File: src/core/fpa_pkg.sv
// Constants, carrier types and helpers for the frame-pulse alignment control block
package fpa_pkg;

  // ****************************************************************
  // Register map
  // ****************************************************************
  localparam int          ADDR_W       = 16;
  localparam int          DATA_W       = 8;
  localparam logic [15:0] ADDR_UPDATE  = 16'h0005;
  localparam logic [15:0] ADDR_ENABLE  = 16'h0640;
  localparam logic [15:0] ADDR_SETTING = 16'h0641;
  localparam logic [15:0] ADDR_STATUS  = 16'h0642;

  // ****************************************************************
  // Field positions and reset values
  // ****************************************************************
  localparam int         BIT_UPDATE   = 0;
  localparam int         BIT_ENABLE   = 0;
  localparam int         BIT_SOFT_ARM = 0;
  localparam int         BIT_ARM_SRC  = 1;
  localparam int         BIT_ONE_SHOT = 2;
  localparam int         BIT_VALIDATE = 3;
  localparam int         ST_ARMED     = 0;
  localparam int         ST_ENABLE    = 1;
  localparam int         ST_DONE      = 2;
  localparam int         ST_PIN       = 3;
  localparam logic [7:0] RST_ENABLE   = 8'h00;
  localparam logic [7:0] RST_SETTING  = 8'h00;

  // ****************************************************************
  // Pin indices of the synchroniser bank
  // ****************************************************************
  localparam int PIN_B    = 0;
  localparam int PIN_D    = 1;
  localparam int PIN_ARM  = 2;
  localparam int NUM_PINS = 3;

  // Register bus request from the master
  typedef struct packed {
    logic [ADDR_W-1:0] addr;
    logic [DATA_W-1:0] wdata;
    logic              wr;
    logic              rd;
  } fpa_bus_req_type;

  // Alignment configuration, shadow or active copy
  typedef struct packed {
    logic enable;
    logic validate;
    logic one_shot;
    logic arm_src;
    logic soft_arm;
  } fpa_cfg_type;

  // Builds a configuration from the two register bytes
  function automatic fpa_cfg_type fpa_cfg_from_bytes(input logic [7:0] en_byte, input logic [7:0] set_byte);
    fpa_cfg_type c;
    c.enable   = en_byte[BIT_ENABLE];
    c.validate = set_byte[BIT_VALIDATE];
    c.one_shot = set_byte[BIT_ONE_SHOT];
    c.arm_src  = set_byte[BIT_ARM_SRC];
    c.soft_arm = set_byte[BIT_SOFT_ARM];
    return c;
  endfunction

  // Builds the setting byte; reserved bits read zero
  function automatic logic [7:0] fpa_setting_byte(input fpa_cfg_type c);
    logic [7:0] b;
    b               = 8'h00;
    b[BIT_VALIDATE] = c.validate;
    b[BIT_ONE_SHOT] = c.one_shot;
    b[BIT_ARM_SRC]  = c.arm_src;
    b[BIT_SOFT_ARM] = c.soft_arm;
    return b;
  endfunction

  localparam fpa_cfg_type CFG_RST = fpa_cfg_from_bytes(RST_ENABLE, RST_SETTING);

endpackage

File: src/core/fpa_pin_sync.sv
// Two-flop synchroniser with edge detection for one external pin
`timescale 1ns/100ps
module fpa_pin_sync (
  input  logic clk_sys_i,
  input  logic rst_i,
  input  logic ce_i,
  input  logic pin_i,
  output logic level_o,
  output logic rise_o,
  output logic fall_o
);

  logic meta_reg;
  logic sync_reg;
  logic prev_reg;

  // Synchroniser chain plus one history stage
  always_ff @(posedge clk_sys_i) begin
    if (rst_i) begin
      meta_reg <= 1'b0;
      sync_reg <= 1'b0;
      prev_reg <= 1'b0;
    end else if (ce_i) begin
      meta_reg <= pin_i;
      sync_reg <= meta_reg;
      prev_reg <= sync_reg;
    end
  end

  // Edges seen only on the second stage
  assign level_o = sync_reg;
  assign rise_o  = sync_reg & ~prev_reg;
  assign fall_o  = ~sync_reg & prev_reg;
endmodule

File: src/core/fpa_frame_align_ctrl.sv
// Frame-pulse alignment control: buffered registers, arming, one-shot and validity gating
`timescale 1ns/100ps
module fpa_frame_align_ctrl (
  input  logic                     clk_sys_i,
  input  logic                     rst_i,
  input  logic                     ce_i,
  input  fpa_pkg::fpa_bus_req_type bus_req_i,
  output logic [7:0]               rd_data_o,
  input  logic                     arm_pin_i,
  input  logic                     pulse_b_i,
  input  logic                     pulse_d_i,
  input  logic                     ref_a_valid_i,
  input  logic                     ref_b_valid_i,
  input  logic                     ref_c_valid_i,
  input  logic                     ref_d_valid_i,
  input  logic                     ref_c_selected_i,
  output logic                     ref_a_valid_o,
  output logic                     ref_c_valid_o,
  output logic                     frame_align_o,
  output logic                     armed_o
);

  // ****************************************************************
  // Declarations
  // ****************************************************************
  logic [fpa_pkg::NUM_PINS-1:0] pins_raw;
  logic [fpa_pkg::NUM_PINS-1:0] pin_level;
  logic [fpa_pkg::NUM_PINS-1:0] pin_rise;
  logic [fpa_pkg::NUM_PINS-1:0] pin_fall;

  fpa_pkg::fpa_cfg_type shadow_reg;
  fpa_pkg::fpa_cfg_type cfg_reg;
  fpa_pkg::fpa_cfg_type cfg_eff;

  logic       wr_enable;
  logic       wr_setting;
  logic       update_stb;
  logic       soft_arm_evt;
  logic       soft_disarm;
  logic       pin_arm_evt;
  logic       arm_evt;
  logic       pulse_edge;
  logic       align_fire;
  logic       armed_reg;
  logic       armed_next;
  logic       done_reg;
  logic       align_reg;
  logic       ref_a_valid_reg;
  logic       ref_c_valid_reg;
  logic [7:0] rd_data_reg;
  logic [7:0] rd_data_next;
  logic [7:0] status_byte;

  // ****************************************************************
  // Pin synchronisers
  // ****************************************************************

  // Raw pins gathered by index
  assign pins_raw[fpa_pkg::PIN_B]   = pulse_b_i;
  assign pins_raw[fpa_pkg::PIN_D]   = pulse_d_i;
  assign pins_raw[fpa_pkg::PIN_ARM] = arm_pin_i;

  // One synchroniser per external pin
  for (genvar g = 0; g < fpa_pkg::NUM_PINS; g++) begin : g_pin
    fpa_pin_sync u_sync (
      .clk_sys_i (clk_sys_i),
      .rst_i     (rst_i),
      .ce_i      (ce_i),
      .pin_i     (pins_raw[g]),
      .level_o   (pin_level[g]),
      .rise_o    (pin_rise[g]),
      .fall_o    (pin_fall[g])
    );
  end

  // ****************************************************************
  // Register bus decode
  // ****************************************************************

  // Write strobes per register
  assign wr_enable  = bus_req_i.wr && (bus_req_i.addr == fpa_pkg::ADDR_ENABLE);
  assign wr_setting = bus_req_i.wr && (bus_req_i.addr == fpa_pkg::ADDR_SETTING);

  assign update_stb = bus_req_i.wr && (bus_req_i.addr == fpa_pkg::ADDR_UPDATE) &&
                      bus_req_i.wdata[fpa_pkg::BIT_UPDATE];

  // Shadow copy written by software, not yet acting
  always_ff @(posedge clk_sys_i) begin
    if (rst_i) begin
      shadow_reg <= fpa_pkg::CFG_RST;
    end else if (ce_i) begin
      if (wr_enable) begin
        shadow_reg.enable <= bus_req_i.wdata[fpa_pkg::BIT_ENABLE];
      end
      if (wr_setting) begin
        shadow_reg.validate <= bus_req_i.wdata[fpa_pkg::BIT_VALIDATE];
        shadow_reg.one_shot <= bus_req_i.wdata[fpa_pkg::BIT_ONE_SHOT];
        shadow_reg.arm_src  <= bus_req_i.wdata[fpa_pkg::BIT_ARM_SRC];
        shadow_reg.soft_arm <= bus_req_i.wdata[fpa_pkg::BIT_SOFT_ARM];
      end
    end
  end

  // active copy loads only on update
  always_ff @(posedge clk_sys_i) begin
    if (rst_i) begin
      cfg_reg <= fpa_pkg::CFG_RST;
    end else if (ce_i && update_stb) begin
      cfg_reg <= shadow_reg;
    end
  end

  // Configuration in force from the next edge on
  assign cfg_eff = update_stb ? shadow_reg : cfg_reg;

  // ****************************************************************
  // Arming
  // ****************************************************************

  assign soft_arm_evt = update_stb && shadow_reg.arm_src && shadow_reg.soft_arm &&
                        !(cfg_reg.arm_src && cfg_reg.soft_arm);

  // soft bit zero at update disarms when the soft source is selected
  assign soft_disarm = update_stb && shadow_reg.arm_src && !shadow_reg.soft_arm;

  assign pin_arm_evt = !cfg_eff.arm_src && pin_fall[fpa_pkg::PIN_ARM];

  // source select picks one arm path
  assign arm_evt = cfg_eff.arm_src ? soft_arm_evt : pin_arm_evt;

  // armed state, arm wins over consume
  always_comb begin
    armed_next = armed_reg;
    if (!cfg_eff.enable) begin
      armed_next = 1'b0;
    end else if (arm_evt) begin
      armed_next = 1'b1;
    end else if (soft_disarm || (align_fire && cfg_reg.one_shot)) begin
      armed_next = 1'b0;
    end
  end

  // Armed flag register
  always_ff @(posedge clk_sys_i) begin
    if (rst_i) begin
      armed_reg <= 1'b0;
    end else if (ce_i) begin
      armed_reg <= armed_next;
    end
  end

  // One-shot used up since last arm
  always_ff @(posedge clk_sys_i) begin
    if (rst_i) begin
      done_reg <= 1'b0;
    end else if (ce_i) begin
      if (arm_evt) begin
        done_reg <= 1'b0;
      end else if (align_fire && cfg_reg.one_shot) begin
        done_reg <= 1'b1;
      end
    end
  end

  // ****************************************************************
  // Alignment pulse
  // ****************************************************************

  // pulse taken from B, or D when C is in use
  assign pulse_edge = cfg_reg.enable &&
                      (ref_c_selected_i ? pin_rise[fpa_pkg::PIN_D] : pin_rise[fpa_pkg::PIN_B]);

  // level mode fires on every edge, one-shot only while armed
  assign align_fire = pulse_edge && (!cfg_reg.one_shot || armed_reg);

  always_ff @(posedge clk_sys_i) begin
    if (rst_i) begin
      align_reg <= 1'b0;
    end else if (ce_i) begin
      align_reg <= align_fire;
    end
  end

  // ****************************************************************
  // Validity gating
  // ****************************************************************

  // pulse reference must also be valid
  always_ff @(posedge clk_sys_i) begin
    if (rst_i) begin
      ref_a_valid_reg <= 1'b0;
      ref_c_valid_reg <= 1'b0;
    end else if (ce_i) begin
      ref_a_valid_reg <= ref_a_valid_i && (!cfg_reg.validate || ref_b_valid_i);
      ref_c_valid_reg <= ref_c_valid_i && (!cfg_reg.validate || ref_d_valid_i);
    end
  end

  // ****************************************************************
  // Read path
  // ****************************************************************

  // Status byte, upper bits zero
  always_comb begin
    status_byte                     = 8'h00;
    status_byte[fpa_pkg::ST_ARMED]  = armed_reg;
    status_byte[fpa_pkg::ST_ENABLE] = cfg_reg.enable;
    status_byte[fpa_pkg::ST_DONE]   = done_reg;
    status_byte[fpa_pkg::ST_PIN]    = pin_level[fpa_pkg::PIN_ARM];
  end

  // Read mux, unmapped reads zero
  always_comb begin
    rd_data_next = 8'h00;
    if (bus_req_i.rd) begin
      unique case (bus_req_i.addr)
        fpa_pkg::ADDR_ENABLE: begin
          rd_data_next[fpa_pkg::BIT_ENABLE] = shadow_reg.enable;
        end
        fpa_pkg::ADDR_SETTING: begin
          rd_data_next = fpa_pkg::fpa_setting_byte(shadow_reg);
        end
        fpa_pkg::ADDR_STATUS: begin
          rd_data_next = status_byte;
        end
        default: begin
          rd_data_next = 8'h00;
        end
      endcase
    end
  end

  // Read data stands one cycle only while ce_i is high
  always_ff @(posedge clk_sys_i) begin
    if (rst_i) begin
      rd_data_reg <= 8'h00;
    end else if (ce_i) begin
      rd_data_reg <= rd_data_next;
    end
  end

  // ****************************************************************
  // Outputs
  // ****************************************************************
  assign rd_data_o     = rd_data_reg;
  assign ref_a_valid_o = ref_a_valid_reg;
  assign ref_c_valid_o = ref_c_valid_reg;
  assign frame_align_o = align_reg;
  assign armed_o       = armed_reg;
endmodule

File: config.mk
export PLATFORM = sky130hd
export DESIGN_NAME = fpa_frame_align_ctrl
export DESIGN_NICKNAME = d
export VERILOG_FILES = /design/src/core/fpa_pkg.sv /design/src/core/fpa_pin_sync.sv /design/src/core/fpa_frame_align_ctrl.sv
export SDC_FILE = /design/constraint.sdc
export NUM_CORES = 1
export LEC_CHECK = 0
export ABC_AREA = 0
export BUFFER_PORTS_ARGS = -buffer_cell sky130_fd_sc_hd__buf_4
export CAP_MARGIN = 20
export CORE_UTILIZATION = 45
export CTS_CLUSTER_SIZE = 12
export DETAILED_ROUTE_END_ITERATION = 10
export GPL_ROUTABILITY_DRIVEN = 0
export PLACE_DENSITY = 0.81
export SLEW_MARGIN = 15
export SYNTH_ARGS = -nofsm -noshare
export SYNTH_HDL_FRONTEND = slang
export SYNTH_HIERARCHICAL = 1
export SYNTH_SLANG_ARGS = --single-unit
File: constraint.sdc
create_clock -name clk_sys_i -period 4.1 [get_ports clk_sys_i]
set_clock_uncertainty 0.2 [all_clocks]
set_input_delay 0.205 -clock clk_sys_i [delete_from_list [all_inputs] [get_ports clk_sys_i]]
set_output_delay 0.205 -clock clk_sys_i [all_outputs]
set_load 0.02 [all_outputs]
# [Yosys cells after proc, flatten, opt, wreduce, memory -nomap -nowiden]
# Index checks and enable logic that the tools add are counted.
[op_classes] mux=11 n_reduce_logical=30 n_eq_ne=5 add_sub_neg=0 magnitude_cmp=0 div_mod_pow=0 bitwise=6 mul=0 n_shift=0
[op_table] op="$eq A16 B11 Y1 const B" n=3
[op_table] op="$eq A16 B3 Y1 const B" n=1
[op_table] op="$logic_and A1 B1 Y1" n=16
[op_table] op="$reduce_and A2 Y1" n=4
[op_table] op="$mux W1" n=7
[op_table] op="$pmux W3 S2" n=1
[op_table] op="$logic_not A1 Y1" n=5
[op_table] op="$mux W5" n=1
[op_table] op="$logic_or A1 B1 Y1" n=4
[op_table] op="$mux W4" n=1
[op_table] op="$and A1 B1 Y1" n=3
[op_table] op="$ne A3 B1 Y1 const B" n=1
[op_table] op="$not A1 Y1" n=3
[op_table] op="$pmux W1 S3" n=1
[op_table] op="$reduce_bool A2 Y1" n=1
[totals] reg_bits=32 n_memories=0 mem_bits_rw=0 mem_bits_ro=0 latchBits=0 out_inout_bits=12

# [Depth between registers and ports, before layout]
[depth] depth_word=10 mapped_depth=7

# [Modules after synthesis]
# Netlist, hierarchy kept.
[by_module_without_submodules] module="fpa_frame_align_ctrl" cells_per_inst=127 area_per_inst_um2=1058.5 n_inst=1
[by_module_without_submodules] module="fpa_pin_sync" cells_per_inst=11 area_per_inst_um2=113.9 n_inst=3

# [Worst setup path after synthesis]
# OpenSTA, ideal clock, no wires.
[synth_path] kind="input -> register" startpoint="in bus_req_i[18] (netlist bit)" endpoint="reg armed_reg, in the netlist armed_o" path_buffers=0 t_arrival_ns=1.767 path_slack_ns=2.062 t_required_ns=3.830 cell_stages=6 cell_sequence="nor4_4 -> nand4_1 -> nor2_1 -> mux2_2 -> a221o_1 -> a21oi_1"
[synth_between] elab_chain_cells=9 word_cells_on_any_way=16 classes_between="2 x eq/ne; 4 x mux; 10 x reduce/logical"
[synth_rtl] item="start, declared" line="fpa_frame_align_ctrl.sv:7" rtl="input fpa_pkg::fpa_bus_req_type bus_req_i,"
[synth_rtl] item="$eq A16 B3 Y1 (*)" line="fpa_frame_align_ctrl.sv:84" rtl="assign update_stb = bus_req_i.wr && (bus_req_i.addr == fpa_pkg::ADDR_UPDATE) &&"
[synth_rtl] item="$logic_and A1 B1 Y1 (*) (2 in series)" line="fpa_frame_align_ctrl.sv:84"
[synth_rtl] item="$mux W5 or $logic_and A1 B1 Y1 (tied branches)" line="fpa_frame_align_ctrl.sv:114, fpa_frame_align_ctrl.sv:120, fpa_frame_align_ctrl.sv:124"
[synth_rtl] item="$logic_not A1 Y1 or $logic_and A1 B1 Y1 (tied branches)" line="fpa_frame_align_ctrl.sv:126, fpa_frame_align_ctrl.sv:120"
[synth_rtl] item="$logic_and A1 B1 Y1, on equally long branches" line="fpa_frame_align_ctrl.sv:126, fpa_frame_align_ctrl.sv:120"
[synth_rtl] item="$mux W1" line="fpa_frame_align_ctrl.sv:129" rtl="assign arm_evt = cfg_eff.arm_src ? soft_arm_evt : pin_arm_evt;"
[synth_rtl] item="$ne A3 B1 Y1 (no source line) or $mux W1 (tied branches)"
[synth_rtl] item="$reduce_and A2 Y1 (no source line) or $mux W1 (tied branches)"
[synth_rtl] item="end signal, assigned" line="fpa_frame_align_ctrl.sv:148" rtl="armed_reg <= armed_next;"
[synth_rtl] item="end, declared" line="fpa_frame_align_ctrl.sv:44" rtl="logic armed_reg;"
# Mark *: on every way between the ends. The rest lies on a longest branch, timed or not.
# A chain may end at the register's enable or synchronous reset.

# [Worst setup path in the final report]
[layout_path] startpoint="in bus_req_i[2] (netlist bit)" endpoint="reg armed_reg, in the netlist armed_o"
[layout_between] elab_chain_cells=7 word_cells_on_any_way=14 classes_between="1 x eq/ne; 4 x mux; 9 x reduce/logical"
[layout_rtl] item="$logic_and A1 B1 Y1 (*)" line="fpa_frame_align_ctrl.sv:84"
[layout_rtl] item="$mux W5 or $logic_and A1 B1 Y1 (tied branches)" line="fpa_frame_align_ctrl.sv:114, fpa_frame_align_ctrl.sv:120, fpa_frame_align_ctrl.sv:124"
[layout_rtl] item="$logic_not A1 Y1 or $logic_and A1 B1 Y1 (tied branches)" line="fpa_frame_align_ctrl.sv:126, fpa_frame_align_ctrl.sv:120"
[layout_rtl] item="$logic_and A1 B1 Y1, on equally long branches" line="fpa_frame_align_ctrl.sv:126, fpa_frame_align_ctrl.sv:120"
[layout_rtl] item="$mux W1" line="fpa_frame_align_ctrl.sv:129"
[layout_rtl] item="$ne A3 B1 Y1 (no source line) or $mux W1 (tied branches)"
[layout_rtl] item="$reduce_and A2 Y1 (no source line) or $mux W1 (tied branches)"
# Marked as above.

==> run_results.csv <==
group,metric,value,unit
power_and_ir_drop,p_per_area,261,nW/um2
clock_network,cts_buffer_depth,2,
floorplanning,fp.coreArea,2830,um2
clock_network,clk_pin_slew_worst_paths,140,ps
worst_setup_path,max_stage_delay,520,ps
worst_setup_path,end_kind,"flip-flop",
sta,timing.fmax,0.424,GHz
route,firstDrtPassIters,7,
clock_network,cts_resized,0,
route,ant_nets,0,
clock_network,cts_root_buf,"clkbuf_4",
route,vias_per_cell,5.49,
clock_network,cts_sinks,28,
clock_network,htree_levels,1,
global_routing,grt_pass1_wl,5190,um
sta,finalSetupViolCount,0,
power_and_ir_drop,power,481,uW
place,portBuffers,40,
global_routing,grt_max_degree,29,
min_path,min_path_type,"primary input to flip-flop",
global_routing,grt_util_all_layers,20.1,%
power_and_ir_drop,p_leak,0.731,nW
cells_and_area,drive_gt1_share,26.0,%
worst_setup_path,crit_required,4170,ps
status,run_status,"complete, but fails checks",
floorplanning,io_pins,49,
sta,finalCriticalPeriod,2360,ps
floorplanning,dieWidth,57.4,um
cells_and_area,fin_area,1840,um2
sta,worst_pin_slew,714,ps
floorplanning,rows,19,
route,detail_route.wl_per_cell,13.4,um
clock_network,clock_latency,330,ps
worst_setup_path,worstPathArrival,2440,ps
place,post-place-ws,1750,ps
route,drtIter0Drc,26,
sta,fin_ws,1740,ps
cells_and_area,diodes,0,
power_and_ir_drop,irDropWorstVdd,186,uV
global_routing,grt_pass1_vias,1276,
worst_setup_path,crit_fanout,8,
place,placed_cell_area,1690,um2
clock_network,cts_buffers,3,
worst_setup_path,cp_slowest_cell,"dlygate4sd3_1",
global_routing,grt-ovfl-total,0,
place,dpl.cell_count,223,
floorplanning,die_area,3300,um2
route,num_vias,1313,
cells_and_area,syn_to_final_growth,33.4,%
floorplanning,dieHeight,57.4,um
route,drcViolationCount,3,
worst_setup_path,critPathKind,"primary input to flip-flop",
worst_setup_path,crit_buf_inv,2,
synthesis,netlist_area,1380,um2
sta,setup_tns,0,ps
worst_setup_path,critPathTopFamily,"simple AND/OR/NAND/NOR gates",
floorplanning,start_util,48.8,%
synthesis,syn_avg_cell_area,8.80,um2
worst_setup_path,crit_chain,"dlygate4sd3_1, buf_4, and4bb_2, nand2b_4, nor2_1, mux2_2, a221o_1, a21oi_1",
sta,max-slew-margin-rel,52.0,%
sta,hold_viol_final,0,
sta,rsz0062_at_grt,"false",
global_routing,antenna_found_initial,0,
route,drt_wl_total,3200,um
cells_and_area,fin_cells,239,
place,dpl.hpwl,2310,um
cells_and_area,layout.nets,246,
synthesis,netlist_instances,157,
status,failed_checks,"design-rule violations",
sta,fin_crit_sh,57.6,%
cells_and_area,fin_util,65.1,%
sta,hold_ws,25.2,ps
synthesis,yosys_warnings,6,
clock_network,cts_tree,"yes",
worst_setup_path,critPathLaunchType,"primary input",
run,drv_cap,0,
sta,drv_slew,0,
## area by class of cell
| type | instances | area, um2 |
|---|---|---|
| Clock buffer | 4 | 36.3 |
| Fill cell | 243 | 986 |
| Inverter | 5 | 18.8 |
| Multi-Input combinational cell | 119 | 768 |
| Sequential cell | 28 | 561 |
| Tap cell | 31 | 38.8 |
| Timing Repair Buffer | 52 | 420 |
## worst register-to-register path: cells and delay by family (launching register included)
family,cells,cell delay (ps)
AOI/OAI and AO/OA,3,520
DFF,1,460
and+or+nand+nor,2,840
## path summary, 6_finish.rpt
kind,from,endpoint,slack (ps),cells after the start
worst max-delay path,bus_req_i[2],armed_o,1740,8
worst min-delay path,rst_i,g_pin[0].u_sync/prev_reg,30,2
worst max register to register,shadow_reg[4],armed_o,1990,5
worst min register to register,cfg_reg[0],cfg_reg[0],270,2
## metal layers
metal  GRT usage, %  routed length (um)
met5              0                   0
met3           3.85                 156
met2           37.4                1630
met1           23.1                1390
met4           5.57                  27
## where the power goes
group          total (mW)  internal [mW]  switching (mW)
clock network       0.132         0.0544          0.0778
registers           0.279          0.276         0.00258
logic              0.0701         0.0385          0.0316
## cells in the final DEF, fill, tap and decap left out, types with 2 or more instances in the layout
cell type	count
a21oi_1	15
a32o_1	3
buf_4	40
clkbuf_4	3
conb_1	4
dfxtp_1	28
dlygate4sd3_1	12
inv_1	5
mux2_2	2
mux2i_1	15
nand2_1	18
nand2b_1	2
nand3_1	10
nand4_1	2
nor2_1	18
nor2b_1	3
nor3_1	3
o211ai_1	2
o21ai_0	3
or4_1	2
## repair_timing
item	4_1_cts	5_1_grt
hold buffers	12	0
hold endpoints to repair	14	0
setup buffers	0	0
No activity file was read; power rests on OpenSTA's default activity.
